<file path="src/misc_io_pkg.sv">
package misc_io_pkg;
  // ----------------------------------------------------------------
  // i/o addresses
  // ----------------------------------------------------------------
  localparam logic [15:0] ADDR_PORT_FAST = 16'h0092;
  localparam logic [15:0] ADDR_RTC_INDEX = 16'h0070;
  localparam logic [15:0] ADDR_RTC_DATA  = 16'h0071;
  localparam logic [15:0] ADDR_FDC_PRI   = 16'h03F2;
  localparam logic [15:0] ADDR_FDC_SEC   = 16'h0372;
  localparam logic [15:0] ADDR_LAST_MG   = 16'h0464;
  localparam logic [15:0] ADDR_CRAM_PAGE = 16'h0C00;
  localparam logic [7:0]  CRAM_BASE_HI   = 8'h08;
  // ----------------------------------------------------------------
  // field positions and reset values
  // ----------------------------------------------------------------
  localparam int          FDC_DMA_EN_BIT = 3;
  localparam int          PSEL_PORT_BIT  = 6;
  localparam int          PF_LIGHT_HI    = 7;
  localparam int          PF_LIGHT_LO    = 6;
  localparam int          PF_PASSWORD    = 3;
  localparam int          PF_A20         = 1;
  localparam int          PF_RESET       = 0;
  localparam logic [7:0]  PORT_RESET_VAL = 8'h24;
  localparam logic [7:0]  PORT_ONES_MASK = 8'h24;
  localparam logic [7:0]  PORT_ZERO_MASK = 8'h10;
  localparam logic [4:0]  PAGE_RESET_VAL = 5'h00;
  localparam logic [6:0]  RTC_PROT_LO    = 7'h36;
  localparam logic [6:0]  RTC_PROT_HI    = 7'h3F;
  // ----------------------------------------------------------------
  // timing
  // ----------------------------------------------------------------
  localparam int          ALT_RST_CLKS   = 4;
  typedef enum logic [1:0] {PULSE_IDLE, PULSE_LOW, PULSE_DONE} pulse_state_t;
endpackage

</file>
<file path="src/alt_reset_pulse.sv">
`timescale 1ns/100ps
// one-shot low pulse for the alternate cpu reset, re-armed only by a write of 0
module alt_reset_pulse
  import misc_io_pkg::*;
(
  input  wire logic clk,
  input  wire logic reset,
  input  wire logic bit_write,
  input  wire logic bit_value,
  output logic      rst_n
);
  // ----------------------------------------------------------------
  // pulse sequencer
  // ----------------------------------------------------------------
  pulse_state_t state_q;
  logic [2:0]   cnt_q;
  logic         seen0_q;  // a 0 written while the pulse is still low
  wire          start = bit_write && bit_value && (state_q == PULSE_IDLE);
  wire          rearm = bit_write && !bit_value;

  // done state holds until software writes 0, so repeats need a re-arm
  always_ff @(posedge clk) begin
    if (reset) begin
      state_q <= PULSE_IDLE;
      cnt_q   <= 3'h0;
      rst_n   <= 1'b1;
      seen0_q <= 1'b0;
    end else begin
      case (state_q)
        PULSE_IDLE: begin
          if (start) begin
            state_q <= PULSE_LOW;
            cnt_q   <= 3'(ALT_RST_CLKS - 1);
            rst_n   <= 1'b0;
            seen0_q <= 1'b0;
          end
        end
        // a 0 written during the pulse is remembered so the re-arm is not lost
        PULSE_LOW: begin
          if (cnt_q == 3'h0) begin
            state_q <= (rearm || seen0_q) ? PULSE_IDLE : PULSE_DONE;
            rst_n   <= 1'b1;
          end else begin
            cnt_q <= cnt_q - 3'h1;
            if (rearm) seen0_q <= 1'b1;
          end
        end
        PULSE_DONE: begin
          if (rearm) begin
            state_q <= PULSE_IDLE;
          end
        end
        default: begin
          state_q <= PULSE_IDLE;
          rst_n   <= 1'b1;
        end
      endcase
    end
  end
endmodule

</file>
<file path="src/misc_system_io_ports.sv">
`timescale 1ns/100ps
// miscellaneous 8-bit i/o registers on the isa side
module misc_system_io_ports
  import misc_io_pkg::*;
#(
  parameter int SLOTS = 8
)(
  input  wire logic             clk,
  input  wire logic             reset,
  input  wire logic [15:0]      io_addr,
  input  wire logic [7:0]       io_wdata,
  input  wire logic             io_rd,
  input  wire logic             io_wr,
  input  wire logic             port_enable,
  input  wire logic             dack2_n,
  input  wire logic             grant_valid,
  input  wire logic [SLOTS-1:0] grant_onehot,
  output logic      [7:0]       io_rdata,
  output logic                  io_rdata_valid,
  output logic      [4:0]       page_select_out,
  output logic                  xbus_xcvr_out_en_n,
  output logic                  alt_cpu_reset_n,
  output logic                  alt_addr20_gate,
  output logic                  disk_light_n,
  output logic                  rtc_read_strobe_n,
  output logic                  rtc_write_strobe_n
);
  // ----------------------------------------------------------------
  // input synchronisers (pins from outside)
  // ----------------------------------------------------------------
  logic dack_s1_q, dack_s2_q, en_s1_q, en_s2_q;
  always_ff @(posedge clk) begin
    if (reset) begin
      dack_s1_q <= 1'b1;
      dack_s2_q <= 1'b1;
      en_s1_q   <= 1'b0;
      en_s2_q   <= 1'b0;
    end else begin
      dack_s1_q <= dack2_n;
      dack_s2_q <= dack_s1_q;
      en_s1_q   <= port_enable;
      en_s2_q   <= en_s1_q;
    end
  end

  // ----------------------------------------------------------------
  // address decode
  // ----------------------------------------------------------------
  function automatic logic hit(input logic [15:0] a, input logic [15:0] ref_a);
    hit = (a == ref_a);
  endfunction

  wire hit_port  = hit(io_addr, ADDR_PORT_FAST) && en_s2_q;
  wire hit_fdc   = hit(io_addr, ADDR_FDC_PRI) || hit(io_addr, ADDR_FDC_SEC);
  wire hit_page  = hit(io_addr, ADDR_CRAM_PAGE);
  wire hit_lmg   = hit(io_addr, ADDR_LAST_MG);
  wire hit_index = hit(io_addr, ADDR_RTC_INDEX);
  wire hit_data  = hit(io_addr, ADDR_RTC_DATA);
  wire hit_cram  = (io_addr[15:8] == CRAM_BASE_HI);
  wire wr_port   = io_wr && hit_port;
  wire wr_fdc    = io_wr && hit_fdc;
  wire wr_page   = io_wr && hit_page;

  // ----------------------------------------------------------------
  // registers
  // ----------------------------------------------------------------
  logic [7:0]       port_q;
  logic             fdc_dma_en_q;
  logic [4:0]       page_q;
  logic [SLOTS-1:0] last_mg_q;

  // port, floppy gate and page register writes
  always_ff @(posedge clk) begin
    if (reset) begin
      port_q       <= PORT_RESET_VAL;
      fdc_dma_en_q <= 1'b0;
      page_q       <= PAGE_RESET_VAL;
    end else begin
      if (wr_port) port_q <= io_wdata;
      if (wr_fdc) fdc_dma_en_q <= io_wdata[FDC_DMA_EN_BIT];
      if (wr_page) page_q <= io_wdata[4:0];
    end
  end

  // last granted master keeps its undefined start until the first grant
  always_ff @(posedge clk) begin
    if (grant_valid) last_mg_q <= grant_onehot;
  end

  // ----------------------------------------------------------------
  // read path (floppy gate is write-only, so it reads as nothing)
  // ----------------------------------------------------------------
  wire [7:0] port_view = (port_q | PORT_ONES_MASK) & ~PORT_ZERO_MASK;
  wire [7:0] rd_mux    = hit_port ? port_view :
                         hit_page ? {3'h0, page_q} :
                         hit_lmg  ? 8'(last_mg_q) : 8'h00;
  wire       rd_hit    = hit_port || hit_page || hit_lmg;

  always_ff @(posedge clk) begin
    if (reset) begin
      io_rdata       <= 8'h00;
      io_rdata_valid <= 1'b0;
    end else begin
      io_rdata       <= io_rd ? rd_mux : 8'h00;
      io_rdata_valid <= io_rd && rd_hit;
    end
  end

  // ----------------------------------------------------------------
  // pin outputs
  // ----------------------------------------------------------------
  // page lines only move during config ram accesses, holding low otherwise
  always_ff @(posedge clk) begin
    if (reset) begin
      page_select_out    <= 5'h00;
      xbus_xcvr_out_en_n <= 1'b1;
      alt_addr20_gate    <= 1'b0;
      disk_light_n       <= 1'b1;
    end else begin
      page_select_out    <= ((io_rd || io_wr) && hit_cram) ? page_q : 5'h00;
      xbus_xcvr_out_en_n <= !(fdc_dma_en_q && !dack_s2_q);
      alt_addr20_gate    <= port_q[PF_A20];
      disk_light_n       <= !(port_q[PF_LIGHT_HI] || port_q[PF_LIGHT_LO]);
    end
  end

  // ----------------------------------------------------------------
  // submodules
  // ----------------------------------------------------------------
  alt_reset_pulse u_pulse (
    .clk       (clk),
    .reset     (reset),
    .bit_write (wr_port),
    .bit_value (io_wdata[PF_RESET]),
    .rst_n     (alt_cpu_reset_n)
  );

  rtc_guard u_rtc (
    .clk                (clk),
    .reset              (reset),
    .index_write        (io_wr && hit_index),
    .index_data         (io_wdata[6:0]),
    .protect            (port_q[PF_PASSWORD]),
    .rd_req             (io_rd && hit_data),
    .wr_req             (io_wr && hit_data),
    .rtc_read_strobe_n  (rtc_read_strobe_n),
    .rtc_write_strobe_n (rtc_write_strobe_n)
  );
endmodule

</file>
<file path="src/rtc_guard.sv">
`timescale 1ns/100ps
// rtc index capture and strobe gating for password protection
module rtc_guard
  import misc_io_pkg::*;
(
  input  wire logic       clk,
  input  wire logic       reset,
  input  wire logic       index_write,
  input  wire logic [6:0] index_data,
  input  wire logic       protect,
  input  wire logic       rd_req,
  input  wire logic       wr_req,
  output logic            rtc_read_strobe_n,
  output logic            rtc_write_strobe_n
);
  // ----------------------------------------------------------------
  // index and gating
  // ----------------------------------------------------------------
  logic [6:0] index_q;
  wire        in_window = (index_q >= RTC_PROT_LO) && (index_q <= RTC_PROT_HI);
  wire        blocked   = protect && in_window;

  // index tracks port 70h low bits
  always_ff @(posedge clk) begin
    if (reset) index_q <= 7'h00;
    else if (index_write) index_q <= index_data;
  end

  // strobes registered so outputs come from flops
  always_ff @(posedge clk) begin
    if (reset) begin
      rtc_read_strobe_n  <= 1'b1;
      rtc_write_strobe_n <= 1'b1;
    end else begin
      rtc_read_strobe_n  <= !(rd_req && !blocked);
      rtc_write_strobe_n <= !(wr_req && !blocked);
    end
  end
endmodule
</file>
<file path="config.mk">
export PLATFORM = sky130hd
export DESIGN_NAME = misc_system_io_ports
export DESIGN_NICKNAME = d
export VERILOG_FILES = /design/src/misc_io_pkg.sv /design/src/alt_reset_pulse.sv /design/src/misc_system_io_ports.sv /design/src/rtc_guard.sv
export SDC_FILE = /design/constraint.sdc
export NUM_CORES = 1
export LEC_CHECK = 0
export ABC_CLOCK_PERIOD_IN_PS = 1600
export BUFFER_PORTS_ARGS = -buffer_cell sky130_fd_sc_hd__buf_2
export CAP_MARGIN = 30
export CORE_ASPECT_RATIO = 1.75
export CORE_MARGIN = 3
export CORE_UTILIZATION = 46
export DETAILED_ROUTE_END_ITERATION = 6
export GPL_ROUTABILITY_DRIVEN = 0
export PLACE_DENSITY = 0.71
export SLEW_MARGIN = 20
export SYNTH_ARGS = -nofsm -noshare
export SYNTH_HDL_FRONTEND = slang
export SYNTH_SLANG_ARGS = --single-unit
</file>
<file path="constraint.sdc">
create_clock -name clk -period 1.6 [get_ports clk]
set_clock_uncertainty 0.1 [all_clocks]
set_input_delay 0.08 -clock clk [delete_from_list [all_inputs] [get_ports clk]]
set_output_delay 0.08 -clock clk [all_outputs]
set_load 0.05 [all_outputs]
</file>
==> impl_results.md, run 1 <==
- DIE WIDTH: 58.4 µm
- Post-synth EDFFs: 8
- P_leak: 1.26 nW
- Critical Path Start: u_pulse.cnt_q[1]
- Mapped cell area: 0.00221 mm²
- Syn_area_per_cell: 10.0 µm²
- Die area: 0.00570 mm²
- Status: complete, no violations
- FF+latch count, synth: 55
- Crit path time final: 1550 ps
- Max-slew violations: 0
- Fin. Hold Viols: 0
- Slew @ Worst Pin: 425 ps
- Root buffer cell: clkbuf_8
- Clock slew at reported path FFs: 100 ps
- Critical Path End: u_pulse.cnt_q[1]
- WL final: 6.15 mm
- CP required: 1700 ps
- Core Box Area: 0.00452 mm²
- Post-synthesis sequential area ratio: 53.5%
- Synthesized netlist cell count: 220
- Synth area leaders: dfxtp_1, edfxtp_1, a21oi_1
- Global route overflow: 0
- Max-cap violations: 0
- Iter 0 DRT Violations: 80
- Cts bufs inserted: 5
- # clock sinks: 55
- HP Class: in -> reg
- Cell variety after synth: 43
- Post-synth top flop: dfxtp_1
- RR Startpoint: u_pulse.cnt_q[1]
- # IOs: 59
- Largest net degree at the start of global routing: 19
- Final net count: 369
- Buffers on Ports: 58
- Routed wire per std cell: 16.2 µm
- H-tree Lvls: 2
- HPWL after detailed placement: 4.50 mm
- Reg2reg setup slack: 50 ps
- Fill count: 375
- Worst-path maximum fanout: 4
- Critical Path AT: 1650 ps
- Antenna viol nets, final: 0
- Crit path kind: reg -> reg
- First-pass iteration count of the detailed router: 5
- CP endpoint kind: flip-flop
- Mapped Nets: 261
- Remaining DRCs: 0
- CTS tree: done
- Setup TNS: 0 ps
- Power Dens Cells: 819 mW/mm²
- Die H: 97.7 µm
- Initial Util: 48.8%
- # setup viols final: 0
- Maximum clock rate: 645 MHz
- Initial antenna violation count: 0
- Synth-to-layout area growth: 42.6%
- Maximum vdd drop: 1.09 mV
- Total number of vias: 2147
- Vias per cell: 5.65
- Final period util: 97.0%
- Cell depth of the worst flop-to-flop path: 7
- First-pass GRT wire length: 9.91 mm
- RR Endpoint: u_pulse.cnt_q[1]
- Latest clock arrival within the worst-skew pair: 310 ps
- Share of layout cells above drive strength 1: 36.8%
- Synth async-reset ratio: 0%
- Worst setup SP type: flip-flop
- Diodes inserted: 0
- Worst hold slack: 13.8 ps
- Cell taking the most area after synthesis: dfxtp_1
- Site row count: 32
- Max clock buf depth: 2
- Share of the synthesized area in the top cell type: 42.6%
- Vias in the first global route: 2141
- GR Util All Layers: 22.3%
- Yosys warns: 0
- Relative slew slack: 71.4%
cell families (layout without fill, tap and decap cells):
group                      after synthesis  after routing  share of synthesized area, %
and+or+nand+nor                         91             91                          27.2
AOI/OAI and AO/OA                       55             55                          14.8
DFF                                     55             55                          53.5
buffers and inverters                   16            125                          3.06
adders and majority gates                2              2                          1.13
xor gates and xnor gates                 1              1                         0.396
cells in the final DEF (no fill, tap or decap), types with 3 or more instances in the layout:
cell type and n:
o21ai_0 13, a21oi_1 24, buf_4 34, nand3_1 14, o21ai_1 5, clkbuf_8 5, dlygate4sd3_1 20, dfxtp_1 46
nand4_1 9, nor2_1 9, and2_1 6, nand2_1 6, edfxtp_1 8, buf_2 58, and4_1 3, a222oi_1 4
nor4_1 3, nor3_1 8, or4_4 3, nor4_2 3, nor2b_1 5, inv_1 3
layout make-up:
cell class,instances,area (µm²),share of cell area [%]
clock inverters,3,47.5,1.51
multi-input cells,149,1010,32.0
well taps,51,63.8,2.03
repair buffers,113,766,24.3
clock buffers,5,68.8,2.18
flip-flops and latches,55,1180,37.5
inverters,4,15.0,0.477
cells in the mapped netlist (all sizes together), types with 2 or more instances:
library cell / instances
or4: 5
a222oi: 4
a32oi: 2
nor2b: 5
clkbuf: 11
ha: 2
or4b: 2
o31a: 2
nand4b: 2
edfxtp: 8
o21ai: 18
nand2b: 3
nand4: 9
nand2: 6
nor3b: 3
nand3: 14
and2: 7
a21oi: 24
and4: 3
nor3: 8
or2: 2
dfxtp: 47
nor2: 9
nor4: 8
inv: 4
registers in the layout, summed over array words and instances (netlist names):
name                      cells
alt_addr20_gate               1
dack_s1_q                     1
dack_s2_q                     1
disk_light_n                  1
en_s1_q                       1
en_s2_q                       1
fdc_dma_en_q                  1
io_rdata                      8
io_rdata_valid                1
last_mg_q                     8
page_q                        5
page_select_out               5
port_q                        5
u_pulse.cnt_q                 3
u_pulse.rst_n                 1
u_pulse.seen0_q               1
u_pulse.state_q               2
u_rtc.index_q                 6
u_rtc.rtc_read_strobe_n       1
u_rtc.rtc_write_strobe_n      1
xbus_xcvr_out_en_n            1
routing by layer:
layer	vias up	track usage [%]	share of wire [%]
met3	17	3.59	5.5
met4	0	10.7	3.4
met5	-	0	0
met2	84	40.2	56
met1	1004	24.0	35
li1	1042	-	-
through the flow:
stage                     setup slack (ps)  area, µm²  cells  total power [W]  util [%]
after floorplan                      -35.3       2230    220          0.00152         -
after global placement                -214       2800    351          0.00163      61.8
after detailed placement              -208       2800    351          0.00163      61.8
after CTS                             14.5       3120    380          0.00259      68.9
after global routing                 -29.7       3150    380          0.00266      69.6
final                                 48.4       3150    380          0.00258      69.6
how the worst min path moves through the flow:
stage / startpoint / endpoint / slack [ps] / cells past startpoint
6_report: grant_valid / last_mg_q[0] / 10 / 1
5_1_grt: grant_valid / last_mg_q[6] / 10 / 1
4_1_cts: grant_valid / last_mg_q[0] / 2 / 1
3_5_place_dp: grant_onehot[6] / last_mg_q[6] / 160 / 1
3_3_place_gp: grant_onehot[5] / last_mg_q[5] / 160 / 1
2_1_floorplan: grant_onehot[0] / last_mg_q[0] / 80 / 0
what timing repair did:
action | 4_1_cts | 5_1_grt
hold endpoints to repair | 28 | 0
resized for setup | 0 | 8
hold buffers | 20 | 0
endpoints found under the setup margin | 1 | 4
pin swaps | 2 | 0
setup buffers | 1 | 0
critical path, stage by stage (launching register included):
cell and delay [ps]:
dfxtp_2 330, inv_1 100, ha_4 150, nand2b_4 50, buf_4 130, and2_4 170, buf_4 140, o31a_1 270
report_power, final:
group / internal [W] / switching, W / total (W)
registers: 0.00142 / 0.00000853 / 0.00143
clock network: 0.000475 / 0.000469 / 0.000944
logic: 0.000105 / 0.000101 / 0.000206
total: 0.00200 / 0.000578 / 0.00258
Power figures use the tool's default switching activity.
==> run 2, diff against run 1 <==
- CORE_ASPECT_RATIO: 1.75 -> default
==> impl_results.md, run 2 (synthesis gave the netlist of run 1 again) <==
- # clock sinks: 55 (unchanged)
- Cell Chain, Critical Path: inv_1, ha_1, nand2b_1, nand2_1, or4_4, a211oi_2
- Initial Util: 49.1% (+0.22 points)
- Maximum clock rate: 652 MHz (+1.1%)
- Status: complete, no violations
- Max-slew violations: 0 (unchanged)
- Cell depth of the worst flop-to-flop path: 6 (-1)
- CTS tree: done
- Buffers on Ports: 58 (unchanged)
- Maximum vdd drop: 0.467 mV (-57%)
- # setup viols final: 0 (unchanged)
- First-pass iteration count of the detailed router: 6 (+1)
- Root buffer cell: clkbuf_8
- Hold wc startpoint: grant_valid
- First-pass GRT wire length: 9.07 mm (-8.5%)
- Highest-count cells in the layout ignoring fill and taps: buf_2, dfxtp_1, buf_4
- Worst hold stages: 1 (unchanged)
- Max clock buf depth: 2 (unchanged)
- Fin. Hold Viols: 0 (unchanged)
- Worst hold slack: 5.42 ps (-8.39 ps)
- Site row count: 24 (-25%)
- Critical Path Start: u_pulse.cnt_q[1]
- RR Startpoint: u_pulse.cnt_q[1]
- Worst-path maximum fanout: 2 (-2)
- Setup TNS: 0 ps (unchanged)
- Crit-path max cell delay: 430 ps (+100 ps)
- HPWL after detailed placement: 4.14 mm (-7.9%)
- HP Class: in -> reg
- Routed wire per std cell: 14.8 µm (-8.4%)
- Max-cap violations: 0 (unchanged)
- Final period util: 95.9% (-1.1 points)
- Fill count: 352 (-6.1%)
- Vias per cell: 5.48 (-3.0%)
- Remaining DRCs: 0 (unchanged)
- # IOs: 59 (unchanged)
- Critical Path AT: 1670 ps (+20 ps)
- Cts bufs inserted: 5 (unchanged)
- H-tree Lvls: 2 (unchanged)
- Diodes inserted: 0 (unchanged)
- Commonest non-fill, non-tap cell in the layout: buf_2
- Crit path time final: 1530 ps (-17.5 ps)
- Util after Layout: 70.1% (+0.45 points)
- Clock slew at reported path FFs: 100 ps (about the same)
- CP required: 1730 ps (+30 ps)
- Register area: 0.00118 mm² (unchanged)
- Core Box Area: 0.00450 mm² (-0.44%)
- Biggest regs: io_rdata: 8 flops, last_mg_q: 8 flops, u_rtc.index_q: 6 flops
- Vias in the first global route: 2040 (-4.7%)
- Largest net degree at the start of global routing: 19 (unchanged)
- Latest clock arrival within the worst-skew pair: 310 ps (about the same)
- Die H: 75.3 µm (-23%)
- Total number of vias: 2122 (-1.2%)
- DIE WIDTH: 75.3 µm (+29%)
- P_leak: 1.27 nW (+0.56%)
- WL final: 5.74 mm (-6.7%)
- Iter 0 DRT Violations: 165 (+110%)
- Initial antenna violation count: 0 (unchanged)
- Worst setup SP type: flip-flop
- Area of the multi-input gates: 0.00101 mm² (-0.13%)
- Relative slew slack: 70.7% (-0.76 points)
- GR Util All Layers: 21.1% (-1.3 points)
- Share of layout cells above drive strength 1: 38.2% (+1.4 points)
- CP endpoint kind: flip-flop
- Synth-to-layout area growth: 42.9%
- Antenna viol nets, final: 0 (unchanged)
- Global route overflow: 0 (unchanged)
- Die area: 0.00567 mm² (-0.58%)
- Crit path kind: reg -> reg
- Final net count: 375 (+1.6%)
- Slew @ Worst Pin: 434 ps (+8.47 ps)
- Slowest-stage cell, CP: or4_4
- Power Dens Cells: 764 mW/mm² (-6.7%)
## run 2: path summary, 6_finish.rpt
kind	slack, ps	to
setup / recovery	70	u_pulse.seen0_q
hold reg to reg	310	xbus_xcvr_out_en_n
hold / removal	5	last_mg_q[7]
setup reg to reg	70	u_pulse.seen0_q
## run 2: final cells by class
| type | instances | share of cell area, % |
|---|---|---|
| clock buffer | 6 | 2.30 |
| clock inverter | 2 | 0.515 |
| inverter | 4 | 0.476 |
| multi-input combinational | 149 | 31.9 |
| sequential | 55 | 37.5 |
| tap | 52 | 2.06 |
| timing repair buffer | 119 | 25.3 |
## run 2: timing repair
item	CTS	global route
buffers inserted	2	0
endpoints found under the hold margin	28	0
setup endpoints to repair	1	4
gates resized for setup	3	5
hold buffers	19	0
pin swaps	3	2
gates cloned	0	0
## run 2: through the flow
step	worst slack [ps]	total power (W)	std cells	instance area, µm²
after CTS	40.1	0.00242	387	3130
after floorplan	-35.3	0.00152	220	2230
final	65.9	0.00241	387	3160
after detailed placement	-235	0.00163	358	2830
after global routing	-42.2	0.00250	387	3160
after global placement	-187	0.00163	358	2830
## run 2: metal layers
layer	wire (µm)	track usage, %	up-vias	part of all wire, %
met2	2830	35.8	72	49
met5	0	0	-	0
met1	2470	26.9	976	43
met3	299	3.17	13	5.2
met4	129	8.54	0	2.2
li1	-	-	1061	-
## run 2: power by group
group / leakage, nW / internal, W / switching (W)
logic: 0.769 / 0.000111 / 0.0000980
registers: 0.458 / 0.00142 / 0.00000606
clock network: 0.0418 / 0.000315 / 0.000460
## run 2: worst max-delay path: cells and delay by family (launching register included)
family	cells	cell delay, ps
AO/OA/AOI/OAI	1	190
AND/OR/NAND/NOR	3	600
flip-flops	1	340
buffers and inverters	1	60
adder cells (fa/ha/maj)	1	170
